--- src/design/xbcfg_params.svh ---
`ifndef XBCFG_PARAMS_SVH
`define XBCFG_PARAMS_SVH

// ==========================================================
// Register offsets on the device control register port
// ==========================================================
`define XBCFG_OFS_QERR      10'h029
`define XBCFG_OFS_QRST      10'h02B
`define XBCFG_OFS_TMPL0     10'h02D
`define XBCFG_OFS_TMPL1     10'h02E
`define XBCFG_OFS_TMPL2     10'h02F
`define XBCFG_OFS_TMPL3     10'h030
`define XBCFG_OFS_TSEL      10'h031
`define XBCFG_OFS_S0CFG     10'h034

// ==========================================================
// Field positions, counted from the LSB (printed bit 0 is the MSB)
// ==========================================================
`define XBCFG_QERR_WR_OVF   3
`define XBCFG_QERR_WR_UNF   2
`define XBCFG_QERR_RD_OVF   1
`define XBCFG_QERR_RD_UNF   0
`define XBCFG_QRST_RD       1
`define XBCFG_QRST_WR       0
`define XBCFG_S0_LOCK       31
`define XBCFG_S0_DMA_CHAN1_ENABLE    29
`define XBCFG_S0_DMA_CHAN0_ENABLE    28
`define XBCFG_S0_DMA_CHAN0_PRIORITY   27:26
`define XBCFG_S0_DMA_CHAN1_PRIORITY   25:24
`define XBCFG_S0_RD_MEM     22:20
`define XBCFG_S0_RD_MST     18:16
`define XBCFG_S0_WR_MEM     14:12

// ==========================================================
// Reset values and implemented-bit masks
// ==========================================================
`define XBCFG_QERR_MASK     32'h0000_000F
`define XBCFG_S0_MASK       32'hBF77_7000
`define XBCFG_S0_RESET      32'h8033_3000
`define XBCFG_TMPL0_RESET   32'hFFFF_0000
`define XBCFG_TMPLN_RESET   32'h0000_0000
`define XBCFG_TSEL_RESET    32'h3FFF_FFFF

`endif

--- src/design/xbcfg_pkg.sv ---
package xbcfg_pkg;

    // ======================================================
    // Shared types
    // ======================================================
    typedef logic [31:0] xbcfg_word_t;

    // Queue error events, one-cycle pulses from the memory side
    typedef struct packed {
        logic wr_ovf;
        logic wr_unf;
        logic rd_ovf;
        logic rd_unf;
    } xbcfg_qerr_s;

    // Decoded slave 0 configuration
    typedef struct packed {
        logic       error_capture_lock;
        logic       dma_chan0_enable;
        logic       dma_chan1_enable;
        logic [1:0] dma_chan0_priority;
        logic [1:0] dma_chan1_priority;
        logic [4:0] read_mem_burst;
        logic [4:0] read_master_burst;
        logic [4:0] write_mem_burst;
    } xbcfg_s0_s;

    // Routing answer for one transaction
    typedef struct packed {
        logic       valid;
        logic       to_mem;
        logic [1:0] tmpl_idx;
    } xbcfg_route_s;

endpackage

--- src/design/xbcfg_top.sv ---
`timescale 1ns/1ps
`include "xbcfg_params.svh"

// Functional notes
// - Queue error flags sticky, write-one clears
// - Any queue error raises interrupt status flag
// - Error flag positions at bits 28 to 31
// - Writing bits 30/31 flushes read/write queues
// - Write-only flush bits read back zero
// - Four 32-bit templates, 128 MB per bit
// - Set bit routes to memory, else master
// - Template reset values FFFF_0000 and zero
// - Templates loaded from init attributes
// - Sixteen 2-bit selectors, one per segment
// - Selector resets to 3FFF_FFFF
// - Lock bit freezes error capture, resets one
// - DMA enables and priorities, reset zero
// - Thresholds 000..100 give bursts 1..16
// - Read memory threshold bits 9:11, reset 011
// - Read master threshold bits 13:15, reset 011
// - Write memory threshold bits 17:19, reset 011
// - Slave 0 configuration loaded from attribute
module xbcfg_top #(
    parameter logic [31:0] TMPL0_INIT = `XBCFG_TMPL0_RESET,
    parameter logic [31:0] TMPL1_INIT = `XBCFG_TMPLN_RESET,
    parameter logic [31:0] TMPL2_INIT = `XBCFG_TMPLN_RESET,
    parameter logic [31:0] TMPL3_INIT = `XBCFG_TMPLN_RESET,
    parameter logic [31:0] S0_INIT    = `XBCFG_S0_RESET
) (
    input  wire logic                  clk,
    input  wire logic                  rst_n,
    input  wire logic                  dcr_cs,
    input  wire logic                  dcr_we,
    input  wire logic [9:0]            dcr_addr,
    input  wire xbcfg_pkg::xbcfg_word_t dcr_wdata,
    output xbcfg_pkg::xbcfg_word_t     dcr_rdata,
    output logic                       dcr_ack,
    input  wire xbcfg_pkg::xbcfg_qerr_s qerr_evt,
    output logic                       xbar_irq_qerr,
    output logic                       read_queue_flush,
    output logic                       write_queue_flush,
    input  wire logic                  xact_valid,
    input  wire logic [35:0]           xact_addr,
    output xbcfg_pkg::xbcfg_route_s    route,
    output xbcfg_pkg::xbcfg_s0_s       s0_cfg
);
    import xbcfg_pkg::*;

    // ======================================================
    // Storage
    // ======================================================
    logic [3:0]   qerr_q;          // Sticky queue error flags
    logic [31:0]  tmpl_q [4];      // Routing templates
    logic [31:0]  tsel_q;          // Segment template selector
    logic [31:0]  s0_q;            // Slave 0 configuration
    logic         rflush_q;        // Read queue flush pulse
    logic         wflush_q;        // Write queue flush pulse
    xbcfg_word_t  rdata_q;         // Read data holding register
    logic         ack_q;           // Access acknowledge
    xbcfg_route_s route_q;         // Registered routing answer
    logic         wr_en;           // Register write this cycle
    logic [3:0]   qerr_clr;        // W1C clear vector
    logic [1:0]   seg_sel;         // Template chosen for segment
    logic [4:0]   region;          // 128 MB region within segment
    logic [31:0]  rd_mux;          // Combinational read value

    // Every selected cycle with write set is a write; no wait states exist
    assign wr_en = dcr_cs && dcr_we;

    // Turns a 3-bit translation code into a burst length.
    // Reserved codes fall back to single transfers so nothing odd escapes.
    function automatic logic [4:0] thr_len(input logic [2:0] code);
        logic [4:0] len;
        len = 5'h01;
        if (code <= 3'h4) begin
            len = 5'(5'h01 << code);
        end
        return len;
    endfunction

    // ======================================================
    // Queue error flags
    // ======================================================
    // A flag set in the same cycle as its clear survives
    assign qerr_clr = (wr_en && dcr_addr == `XBCFG_OFS_QERR) ?
                      dcr_wdata[3:0] : 4'h0;

    always_ff @(posedge clk or negedge rst_n) begin
        if (!rst_n) begin
            qerr_q <= 4'h0;
        end else begin
            qerr_q <= (qerr_q & ~qerr_clr) | qerr_evt;
        end
    end

    // Crossbar interrupt status flag follows any set error bit
    assign xbar_irq_qerr = |qerr_q;

    // ======================================================
    // Queue flush controls
    // ======================================================
    // One-cycle pulses; nothing is stored, so reads see zero
    always_ff @(posedge clk or negedge rst_n) begin
        if (!rst_n) begin
            rflush_q <= 1'b0;
            wflush_q <= 1'b0;
        end else begin
            rflush_q <= wr_en && dcr_addr == `XBCFG_OFS_QRST &&
                        dcr_wdata[`XBCFG_QRST_RD];
            wflush_q <= wr_en && dcr_addr == `XBCFG_OFS_QRST &&
                        dcr_wdata[`XBCFG_QRST_WR];
        end
    end

    assign read_queue_flush  = rflush_q;
    assign write_queue_flush = wflush_q;

    // ======================================================
    // Templates and selector
    // ======================================================
    // Reset loads the init attributes, whose defaults are the documented values
    always_ff @(posedge clk or negedge rst_n) begin
        if (!rst_n) begin
            tmpl_q[0] <= TMPL0_INIT;
            tmpl_q[1] <= TMPL1_INIT;
            tmpl_q[2] <= TMPL2_INIT;
            tmpl_q[3] <= TMPL3_INIT;
        end else if (wr_en && dcr_addr >= `XBCFG_OFS_TMPL0 &&
                     dcr_addr <= `XBCFG_OFS_TMPL3) begin
            tmpl_q[2'(dcr_addr - `XBCFG_OFS_TMPL0)] <= dcr_wdata;
        end
    end

    // Selector: sixteen 2-bit fields, segment 0 in the top pair
    always_ff @(posedge clk or negedge rst_n) begin
        if (!rst_n) begin
            tsel_q <= `XBCFG_TSEL_RESET;
        end else if (wr_en && dcr_addr == `XBCFG_OFS_TSEL) begin
            tsel_q <= dcr_wdata;
        end
    end

    // ======================================================
    // Slave 0 configuration
    // ======================================================
    // Unimplemented bits are masked so they always read zero
    always_ff @(posedge clk or negedge rst_n) begin
        if (!rst_n) begin
            s0_q <= S0_INIT & `XBCFG_S0_MASK;
        end else if (wr_en && dcr_addr == `XBCFG_OFS_S0CFG) begin
            s0_q <= dcr_wdata & `XBCFG_S0_MASK;
        end
    end

    // Decoded view for the slave; burst lengths come from the codes
    always_comb begin
        s0_cfg.error_capture_lock = s0_q[`XBCFG_S0_LOCK];
        s0_cfg.dma_chan0_enable   = s0_q[`XBCFG_S0_DMA_CHAN0_ENABLE];
        s0_cfg.dma_chan1_enable   = s0_q[`XBCFG_S0_DMA_CHAN1_ENABLE];
        s0_cfg.dma_chan0_priority = s0_q[`XBCFG_S0_DMA_CHAN0_PRIORITY];
        s0_cfg.dma_chan1_priority = s0_q[`XBCFG_S0_DMA_CHAN1_PRIORITY];
        s0_cfg.read_mem_burst     = thr_len(s0_q[`XBCFG_S0_RD_MEM]);
        s0_cfg.read_master_burst  = thr_len(s0_q[`XBCFG_S0_RD_MST]);
        s0_cfg.write_mem_burst    = thr_len(s0_q[`XBCFG_S0_WR_MEM]);
    end

    // ======================================================
    // Address routing
    // ======================================================
    // Segment k owns selector bits [31-2k -: 2], printed bit 0 first
    assign seg_sel = tsel_q[5'(31 - 2 * xact_addr[35:32]) -: 2];
    assign region  = xact_addr[31:27];

    // Registered so the answer comes from flip-flops, one cycle late
    always_ff @(posedge clk or negedge rst_n) begin
        if (!rst_n) begin
            route_q <= '0;
        end else begin
            route_q.valid    <= xact_valid;
            route_q.tmpl_idx <= seg_sel;
            route_q.to_mem   <= tmpl_q[seg_sel][5'd31 - region];
        end
    end

    assign route = route_q;

    // ======================================================
    // Register read port
    // ======================================================
    // Read mux: reserved and write-only places return zero
    always_comb begin
        case (dcr_addr)
            `XBCFG_OFS_QERR:  rd_mux = {28'h000_0000, qerr_q};
            `XBCFG_OFS_QRST:  rd_mux = 32'h0000_0000;
            `XBCFG_OFS_TMPL0: rd_mux = tmpl_q[0];
            `XBCFG_OFS_TMPL1: rd_mux = tmpl_q[1];
            `XBCFG_OFS_TMPL2: rd_mux = tmpl_q[2];
            `XBCFG_OFS_TMPL3: rd_mux = tmpl_q[3];
            `XBCFG_OFS_TSEL:  rd_mux = tsel_q;
            `XBCFG_OFS_S0CFG: rd_mux = s0_q;
            default:          rd_mux = 32'h0000_0000;
        endcase
    end

    // Every select is acknowledged; unmapped reads return zero
    always_ff @(posedge clk or negedge rst_n) begin
        if (!rst_n) begin
            rdata_q <= '0;
            ack_q   <= 1'b0;
        end else begin
            ack_q <= dcr_cs;
            if (dcr_cs && !dcr_we) begin
                rdata_q <= rd_mux;
            end
        end
    end

    assign dcr_rdata = rdata_q;
    assign dcr_ack   = ack_q;

    // ======================================================
    // Assertions
    // ======================================================
    // Independent view of the lookup: shifts instead of part-selects, so a
    // slip in the datapath index does not hide behind the same expression
    logic [1:0]  chk_sel;         // Template the selector names for the segment
    logic [31:0] chk_map;         // Chosen template with the region bit on top
    logic [31:0] chk_wd_q;        // Write data of the previous cycle
    assign chk_sel = 2'(tsel_q >> (5'd30 - {xact_addr[35:32], 1'b0}));
    assign chk_map = tmpl_q[chk_sel] << xact_addr[31:27];

    // Write data one cycle back, so a write's effect is checked next cycle
    always_ff @(posedge clk or negedge rst_n) begin
        if (!rst_n) begin
            chk_wd_q <= '0;
        end else begin
            chk_wd_q <= dcr_wdata;
        end
    end

    // Queue error flags and the interrupt status they feed

    AST_QERR_STICKY: assert property (@(posedge clk) disable iff (!rst_n)
        qerr_q[3] && !qerr_clr[3] |=> qerr_q[3])
        else $error("queue error flag dropped without clear");

    AST_QERR_CLEAR: assert property (@(posedge clk) disable iff (!rst_n)
        qerr_clr[0] && !qerr_evt[0] |=> !qerr_q[0])
        else $error("queue error flag not cleared");

    AST_QERR_SET: assert property (@(posedge clk) disable iff (!rst_n)
        qerr_evt.wr_ovf |=> qerr_q[`XBCFG_QERR_WR_OVF])
        else $error("write overflow not flagged at its bit");

    AST_IRQ: assert property (@(posedge clk) disable iff (!rst_n)
        qerr_evt != 4'h0 |=> xbar_irq_qerr)
        else $error("interrupt flag missing on queue error");

    // An event landing with its own clear must still leave the flag set
    AST_QERR_SET_WINS: assert property (@(posedge clk) disable iff (!rst_n)
        qerr_evt.rd_ovf && qerr_clr[1] |=> qerr_q[1])
        else $error("queue error event lost to a same-cycle clear");

    // Flush pulses: one per write with the bit set, never otherwise
    AST_FLUSH: assert property (@(posedge clk) disable iff (!rst_n)
        wr_en && dcr_addr == `XBCFG_OFS_QRST && dcr_wdata[`XBCFG_QRST_RD]
        |=> read_queue_flush)
        else $error("read queue flush pulse missing");

    AST_FLUSH_IDLE: assert property (@(posedge clk) disable iff (!rst_n)
        !(wr_en && dcr_addr == `XBCFG_OFS_QRST && dcr_wdata[`XBCFG_QRST_RD])
        |=> !read_queue_flush)
        else $error("read queue flush without a write");

    AST_WFLUSH: assert property (@(posedge clk) disable iff (!rst_n)
        wr_en && dcr_addr == `XBCFG_OFS_QRST |=> write_queue_flush == chk_wd_q[0])
        else $error("write queue flush does not follow the written bit");

    AST_WO_READ: assert property (@(posedge clk) disable iff (!rst_n)
        dcr_cs && !dcr_we && dcr_addr == `XBCFG_OFS_QRST |=> dcr_ack && dcr_rdata == 0)
        else $error("write-only register read nonzero");

    // Routing answer one cycle after the lookup
    AST_ROUTE: assert property (@(posedge clk) disable iff (!rst_n)
        xact_valid |=> route.valid && route.to_mem == $past(chk_map[31]))
        else $error("route decision does not follow template");

    AST_ROUTE_SEL: assert property (@(posedge clk) disable iff (!rst_n)
        xact_valid |=> route.tmpl_idx == $past(chk_sel))
        else $error("route used the wrong template");

    AST_TMPL_WRITE: assert property (@(posedge clk) disable iff (!rst_n)
        wr_en && dcr_addr == `XBCFG_OFS_TMPL2 |=> tmpl_q[2] == chk_wd_q)
        else $error("template write did not land");

    AST_RESERVED: assert property (@(posedge clk) disable iff (!rst_n)
        (s0_q & ~`XBCFG_S0_MASK) == 0)
        else $error("reserved slave 0 bit set");

    AST_THR: assert property (@(posedge clk) disable iff (!rst_n)
        s0_q[`XBCFG_S0_RD_MEM] == 3'h3 |-> s0_cfg.read_mem_burst == 5'h08)
        else $error("threshold 011 does not give burst of 8");

    // A slave 0 write shows in the decoded view one cycle later
    AST_LOCK: assert property (@(posedge clk) disable iff (!rst_n)
        wr_en && dcr_addr == `XBCFG_OFS_S0CFG |=> s0_cfg.error_capture_lock == chk_wd_q[31])
        else $error("error capture lock does not follow the write");

    AST_DMA_WRITE: assert property (@(posedge clk) disable iff (!rst_n)
        wr_en && dcr_addr == `XBCFG_OFS_S0CFG |=>
        {s0_cfg.dma_chan0_enable, s0_cfg.dma_chan1_enable, s0_cfg.dma_chan0_priority,
         s0_cfg.dma_chan1_priority} == {chk_wd_q[28], chk_wd_q[29], chk_wd_q[27:24]})
        else $error("dma enable or priority does not follow the write");

    // Reserved codes are the writer's fault, so only legal codes are checked
    AST_THR_MST: assert property (@(posedge clk) disable iff (!rst_n)
        wr_en && dcr_addr == `XBCFG_OFS_S0CFG && dcr_wdata[18:16] <= 3'h4 |=>
        s0_cfg.read_master_burst == 5'(5'h01 << chk_wd_q[18:16]))
        else $error("read master threshold gives the wrong burst");

    AST_THR_WR: assert property (@(posedge clk) disable iff (!rst_n)
        wr_en && dcr_addr == `XBCFG_OFS_S0CFG && dcr_wdata[14:12] <= 3'h4 |=>
        s0_cfg.write_mem_burst == 5'(5'h01 << chk_wd_q[14:12]))
        else $error("write memory threshold gives the wrong burst");

    // ======================================================
    // Cover points
    // ======================================================
    COV_QERR_CLR: cover property (@(posedge clk) disable iff (!rst_n)
        qerr_q[0] ##1 qerr_clr[0] ##1 !qerr_q[0]);
    COV_SET_CLEAR_SAME: cover property (@(posedge clk) disable iff (!rst_n)
        qerr_evt[1] && qerr_clr[1]);
    COV_ROUTE_MEM: cover property (@(posedge clk) disable iff (!rst_n)
        route.valid && route.to_mem);
    COV_HIGH_SEG: cover property (@(posedge clk) disable iff (!rst_n)
        xact_valid && xact_addr[35:32] != 4'h0);
    COV_BOTH_FLUSH: cover property (@(posedge clk) disable iff (!rst_n)
        read_queue_flush && write_queue_flush);

endmodule // xbcfg_top

--- config.mk ---
export PLATFORM = sky130hd
export DESIGN_NAME = xbcfg_top
export DESIGN_NICKNAME = d
export VERILOG_FILES = /design/src/design/xbcfg_pkg.sv /design/src/design/xbcfg_top.sv
export VERILOG_INCLUDE_DIRS = /design/src /design/src/design
export SDC_FILE = /design/constraint.sdc
export NUM_CORES = 1
export LEC_CHECK = 0
export ABC_CLOCK_PERIOD_IN_PS = 4500
export BUFFER_PORTS_ARGS = -buffer_cell sky130_fd_sc_hd__buf_4
export CORE_MARGIN = 5
export CORE_UTILIZATION = 30
export CTS_BUF_LIST = sky130_fd_sc_hd__clkbuf_8
export CTS_CLUSTER_SIZE = 25
export DETAILED_ROUTE_END_ITERATION = 6
export GPL_TIMING_DRIVEN = 0
export PLACE_DENSITY_LB_ADDON = 0.1
export REMOVE_ABC_BUFFERS = 1
export SETUP_SLACK_MARGIN = 0.4
export SYNTH_ARGS = -nofsm -noshare
export SYNTH_HDL_FRONTEND = slang
export SYNTH_SLANG_ARGS = --single-unit
--- constraint.sdc ---
create_clock -name clk -period 4.5 [get_ports clk]
set_clock_uncertainty 0.15 [all_clocks]
set_input_delay 0.9 -clock clk [delete_from_list [all_inputs] [get_ports clk]]
set_output_delay 0.9 -clock clk [all_outputs]
set_load 0.1 [all_outputs]
==> impl_metrics.env, run 1 <==
export IMPL_p_int_mw=3.051
export IMPL_slew_violations=0
export IMPL_fp_coreArea_mm2=0.03557
export IMPL_worst_setup_path_type="input pin to flop"
export IMPL_worstSetupStartpointType="input pin"
export IMPL_yosysMostFrequentCell="mux2_2"
export IMPL_status="finished, final reports clean"
export IMPL_async_flop_share_pct=100.0
export IMPL_p_switching_mw=1.041
export IMPL_drt_wl_total_mm=38.96
export IMPL_initial_core_util_pct=30.36
export IMPL_synth_area_leaders="dfrtp_1 38%, mux2_2 18%, dfstp_2 13%"
export IMPL_drt_iter0_drc=677
export IMPL_yosysWarnings=0
export IMPL_die_h_um=199.7
export IMPL_yosys_area_top_type_share_pct=38.47
export IMPL_clock_latency_ns=0.55
export IMPL_cts_clk_slew_worst_paths_ns=0.05
export IMPL_post_dp_hpwl_mm=26.28
export IMPL_synth_distinct_cells=55
export IMPL_cts_tree="built"
export IMPL_syn_cell_area_mm2=0.01080
export IMPL_hp_class="input pin to flop"
export IMPL_std_cell_rows=69
export IMPL_drt_first_pass_iters=6
export IMPL_grt_pass1_wl_mm=58.42
export IMPL_relSlewSlack_pct=27.14
export IMPL_fin_nets=1119
export IMPL_switching_share_pct=25.44
export IMPL_critPathMaxFanout=31
export IMPL_synth_flop_cell="dfrtp_1"
export IMPL_cp_data_required_time_ns=4.76
export IMPL_peakVddDrop_v=0.0001709
export IMPL_grt_setup_unrepaired="false"
export IMPL_htreeDepth=2
export IMPL_syn_avg_cell_area_um2=12.16
export IMPL_ios=149
export IMPL_clkPwrFrac_pct=44.6
export IMPL_netlist_top_cells_count="177 x mux2_2, 166 x dfrtp_1, 98 x nand2_1, 53 x dfstp_2, 52 x a222oi_1"
export IMPL_reg2reg_depth=8
export IMPL_worst_slew_pin_slew_ns=1.086
export IMPL_hold_path_depth=1
export IMPL_fin_crit_sh_pct=86.63
export IMPL_vias_per_cell=5.525
export IMPL_comb_power_share_pct=6.5
export IMPL_cts_sinks=219
export IMPL_numPortBuffers=121
export IMPL_final_hold_viol_count=0
export IMPL_setup_viol=0
export IMPL_grt_pass1_vias=8790
export IMPL_vias=8398
export IMPL_wl_per_cell_um=25.63
export IMPL_detail_route_drc_violations=0
export IMPL_power_mw=4.092
export IMPL_die_w_um=199.7
export IMPL_root_buffer="clkbuf_8"
export IMPL_pwr_density_cell_mw_per_mm2=305.5
export IMPL_cts_buffers=42
export IMPL_overflow=0
export IMPL_fmax_mhz=256.5
export IMPL_synth_edf_count=0
export IMPL_drive_gt1_share_pct=44.71
export IMPL_maxCapViolCount=0
export IMPL_holdWs_ns=0.3158
export IMPL_worstSetupEndpointType="flop"
export IMPL_synthToLayoutAreaGrowth_pct=24.06
export IMPL_fp_dieArea_mm2=0.03989
export IMPL_leakage_nw=6.167
export IMPL_synth_cells=888
export IMPL_postRouteAntennaNets=0
export IMPL_grt_max_degree=111
export IMPL_gr_usage_all_layers_pct=19.40
export IMPL_fin_crit_ns=3.898
export IMPL_yosysSeqAreaShare_pct=51.37
export IMPL_gp_congestion=0.7524
export IMPL_p_seq_share_pct=49.0
export IMPL_synth_seq_cells=219
export IMPL_yosysTopAreaCell="dfrtp_1"
export IMPL_cp_data_arrival_time_ns=4.15
export IMPL_antenna_found_initial=3
export IMPL_cts_buffer_depth=3
-- placed cells by master (no fill, tap or decap), types with 5 or more instances in the layout --
master	n
clkbuf_8	45
dfstp_2	53
a22o_1	37
mux2i_1	16
nor3_1	8
o21ai_0	12
a211oi_1	7
a31oi_1	10
a22oi_1	16
nor4b_1	6
mux4_2	8
a222oi_1	52
dfrtp_1	166
nor2_4	8
nor2b_1	5
a32oi_1	7
buf_4	138
buf_6	7
nand4_1	6
inv_1	35
ha_1	6
nand2_1	98
nand2b_1	7
mux2_2	177
buf_16	6
a21oi_1	13
nor2_1	7
nand3_1	26
a21o_1	5
-- cells by family (layout without fill, tap and decap cells) --
| family | count (synthesis) | in the layout | share of synthesized area [%] |
|---|---|---|---|
| other | 0 | 1 | 0 |
| multiplexers | 201 | 201 | 21.61 |
| AND/OR/NAND/NOR | 201 | 203 | 9.154 |
| flip-flops | 219 | 219 | 51.37 |
| AO/OA/AOI/OAI | 184 | 184 | 13.82 |
| adder cells (fa/ha/maj) | 6 | 6 | 0.6952 |
| buffers and inverters | 77 | 245 | 3.349 |
-- routing by layer --
| metal | part of all wire [%] | up-vias | global-route usage [%] | routed length (µm) |
|---|---|---|---|---|
| met4 | 2.0 | 0 | 4.679 | 791 |
| li1 | - | 3718 | - | - |
| met5 | 0 | - | 0 | 0 |
| met3 | 5.5 | 54 | 3.743 | 2161 |
| met1 | 45 | 4372 | 27.16 | 17510 |
| met2 | 47 | 254 | 31.26 | 18500 |
-- cell type report --
class,count,area [µm²]
Fill cell,3538,22170
Sequential cell,219,5547
Multi-Input combinational cell,594,5034
Timing Repair Buffer,160,1430
Clock buffer,45,619.3
Tap cell,461,576.8
Clock inverter,31,145.1
Inverter,8,33.78
Timing Repair inverter,1,7.507
Antenna cell,1,2.502
-- repair_timing --
action                                  CTS  global route
endpoints found under the setup margin    2            12
hold endpoints to repair                  1             0
cloned                                    3             0
gates resized for setup                   3             0
pin swaps                                 1             1
hold buffers                              1             0
setup buffers                             5             1
-- power by group through the flow --
| stage | registers (mW) | clock network, mW | logic, mW |
|---|---|---|---|
| after floorplan | 2.05 | 0 | 0.0723 |
| after CTS | 2.00 | 1.89 | 0.270 |
| after global placement | 2.04 | 0 | 0.250 |
| after detailed placement | 2.04 | 0 | 0.266 |
| after global routing | 2.00 | 1.97 | 0.289 |
| final | 2.00 | 1.82 | 0.265 |
-- metrics by stage --
stage	utilization (%)	setup WS [ns]	TNS, ns	instance area [µm²]	cells
finish	37.66	0.6017	0	13400	1520
global route	37.65	0.4565	0	13390	1519
CTS	37.63	0.4764	0	13390	1518
detailed placement	35.24	-1.399	-2.631	12530	1433
global placement	33.60	-5.282	-569.27	11950	1401
floorplan	-	-0.8519	-30.39	10470	819
-- worst paths after layout --
kind	start	to	slack (ns)
worst max-delay path	xact_addr[33]	route[2]	0.60
worst min-delay path	xact_valid	route[3]	0.32
worst max register to register	tsel_q[2]	route[2]	0.89
worst min register to register	qerr_q[2]	qerr_q[2]	0.35
max in group asynchronous	rst_n	dcr_rdata[28]	2.40
min in group asynchronous	rst_n	s0_q[14]	0.58
-- state kept, by name (all words and copies together) (netlist names) --
signal / flops
tmpl_q: 128
dcr_rdata: 32
tsel_q: 32
s0_q: 16
qerr_q: 4
route: 4
dcr_ack: 1
read_queue_flush: 1
write_queue_flush: 1
-- critical path, cell delays in order --
cell and delay (ns):
buf_4 0.24, mux4_2 0.60, a22o_1 0.51, nor2_4 0.84, nor3_1 0.15, a311oi_1 0.26, o211ai_1 0.15, and4_1 0.24
nor4_2 0.23
No activity file was read; power rests on OpenSTA's default activity.
==> inputs of run 2 (changes only) <==
--- a/config.mk
+++ b/config.mk
@@ -6,6 +6,7 @@
 export SDC_FILE = /design/constraint.sdc
 export NUM_CORES = 1
 export LEC_CHECK = 0
+export ABC_AREA = 0
 export ABC_CLOCK_PERIOD_IN_PS = 4500
 export BUFFER_PORTS_ARGS = -buffer_cell sky130_fd_sc_hd__buf_4
 export CORE_MARGIN = 5
@@ -15,7 +16,7 @@
 export DETAILED_ROUTE_END_ITERATION = 6
 export GPL_TIMING_DRIVEN = 0
 export PLACE_DENSITY_LB_ADDON = 0.1
-export REMOVE_ABC_BUFFERS = 1
+export RECOVER_POWER = 100
 export SETUP_SLACK_MARGIN = 0.4
 export SYNTH_ARGS = -nofsm -noshare
 export SYNTH_HDL_FRONTEND = slang
==> run 2 against run 1 <==
Critical endpoint is now dcr_rdata[21]. Sequential share of layout area rose by 1.4 points. Global-route usage rose by 0.92 points. Register-to-register slack got worse by 0.29 ns. The flow now finishes with violations (capacitance limit, slew limit).
==> impl_metrics.env, run 2 (same netlist as run 1, synthesis figures left out) <==
export IMPL_synth_nets=981
export IMPL_vias_per_cell=5.603
export IMPL_comb_power_share_pct=5.8
export IMPL_initial_core_util_pct=30.36
export IMPL_setup_viol=0
export IMPL_hp_class="input pin to flop"
export IMPL_cp_data_arrival_time_ns=4.44
export IMPL_antenna_found_initial=1
export IMPL_p_switching_mw=1.078
export IMPL_die_w_um=199.7
export IMPL_root_buffer="clkbuf_8"
export IMPL_largest_register_ffs=128
export IMPL_post_dp_hpwl_mm=28.59
export IMPL_p_int_mw=3.209
export IMPL_cts_repair_resized=0
export IMPL_htreeDepth=2
export IMPL_synthToLayoutAreaGrowth_pct=20.00
export IMPL_worst_setup_path_type="input pin to flop"
export IMPL_crit_start="dcr_addr[9]"
export IMPL_grt_setup_unrepaired="false"
export IMPL_insertedDiodeCount=0
export IMPL_most_common_layout_cells="177 x mux2_2, 166 x dfrtp_1, 114 x clkbuf_1, 98 x nand2_1, 60 x buf_4"
export IMPL_fin_setup_tns_ns=0
export IMPL_std_cell_rows=69
export IMPL_worst_slew_pin_slew_ns=2.909
export IMPL_leakage_nw=5.814
export IMPL_fp_dieArea_mm2=0.03989
export IMPL_vias=8668
export IMPL_final_core_util_pct=36.43
export IMPL_numPortBuffers=116
export IMPL_grt_max_degree=112
export IMPL_drive_gt1_share_pct=35.27
export IMPL_clock_latency_ns=0.55
export IMPL_overflow=0
export IMPL_cts_buffers=43
export IMPL_fmax_mhz=243.3
export IMPL_fin_crit_sh_pct=91.35
export IMPL_fp_coreArea_mm2=0.03557
export IMPL_drt_first_pass_iters=6
export IMPL_cts_sinks=219
export IMPL_fin_nets=1145
export IMPL_final_hold_viol_count=0
export IMPL_gr_usage_all_layers_pct=20.32
export IMPL_timing_rr_start="tsel_q[14]"
export IMPL_ios=149
export IMPL_cts_tree="built"
export IMPL_peakVddDrop_v=0.0001442
export IMPL_violations="capacitance limit, slew limit"
export IMPL_status="finished, violations left"
export IMPL_postRouteAntennaNets=0
export IMPL_grt_pass1_wl_mm=59.86
export IMPL_grt_pass1_vias=8681
export IMPL_slew_violations=109
export IMPL_clkPwrFrac_pct=47.4
export IMPL_worstSetupEndpointType="flop"
export IMPL_switching_share_pct=25.15
export IMPL_holdWs_ns=0.3323
export IMPL_detail_route_drc_violations=0
export IMPL_worstSetupStartpointType="input pin"
export IMPL_gp_congestion=0.8520
export IMPL_cts_clk_slew_worst_paths_ns=0.06
export IMPL_relSlewSlack_pct=-93.93
export IMPL_final_area_mm2=0.01296
export IMPL_post_cts_buffers=0
export IMPL_cts_buffer_depth=3
export IMPL_p_seq_share_pct=46.8
export IMPL_pwr_density_cell_mw_per_mm2=330.9
export IMPL_die_h_um=199.7
export IMPL_maxCapViolCount=2
export IMPL_critPathMaxFanout=10
export IMPL_cts_hold_buf=0
export IMPL_drt_iter0_drc=853
export IMPL_post_dp_cell_area_mm2=0.01234
export IMPL_top_register="tmpl_q"
export IMPL_layout_commonest_cell="mux2_2"
export IMPL_cp_data_required_time_ns=4.83
export IMPL_wl_per_cell_um=26.88
export IMPL_fin_crit_ns=4.111
export IMPL_power_mw=4.287
export IMPL_drt_wl_total_mm=41.59
export IMPL_min_from="xact_valid"
[run 2: layout make-up]
class | count | area [µm²]
fill | 3659 | 22610
sequential | 219 | 5547
multi-input combinational | 592 | 4930
clock buffer | 58 | 798.3
timing repair buffer | 119 | 666.9
tap | 461 | 576.8
buffer | 69 | 326.6
clock inverter | 21 | 82.58
inverter | 8 | 30.03
[run 2: worst paths after layout]
kind | endpoint | slack [ns] | depth (start not counted)
min in group asynchronous | tmpl_q[17] | 1.12 | 1
min | route[3] | 0.33 | 1
min reg2reg | dcr_rdata[26] | 0.35 | 1
max in group asynchronous | tmpl_q[64] | 1.37 | 1
max | dcr_rdata[21] | 0.39 | 10
max reg2reg | route[2] | 0.60 | 12
[run 2: per-stage QoR]
step | worst slack (ns) | instances
after floorplan | -0.5641 | 888
after global placement | -0.3170 | 1465
after detailed placement | -0.009543 | 1468
after CTS | 0.5635 | 1547
after global routing | 0.2108 | 1547
final | 0.3893 | 1547
[run 2: metal layers]
| layer | GRT usage, % | vias up | part of all wire, % |
|---|---|---|---|
| li1 | - | 3764 | - |
| met1 | 29.82 | 4501 | 45 |
| met2 | 30.93 | 330 | 45 |
| met3 | 3.524 | 71 | 7.1 |
| met4 | 5.862 | 2 | 2.7 |
| met5 | 0 | - | 0.029 |
[run 2: worst max-delay path, stage by stage]
cell and delay [ns]:
clkbuf_4 0.11, nor2_1 0.09, nand2_1 0.05, nor3_1 0.36
nand3b_1 0.33, nor3_1 1.20, clkbuf_1 0.77, a222oi_1 0.25
nand2_1 0.22, a22o_1 0.14
[run 2: power by group through the flow]
stage | clock network (mW) | registers (mW) | logic [mW]
2_1_floorplan | 0 | 2.05 | 0.0879
3_3_place_gp | 0 | 2.04 | 0.250
3_5_place_dp | 0 | 2.04 | 0.255
4_1_cts | 2.10 | 2.01 | 0.256
5_1_grt | 2.19 | 2.01 | 0.268
6_report | 2.03 | 2.01 | 0.247
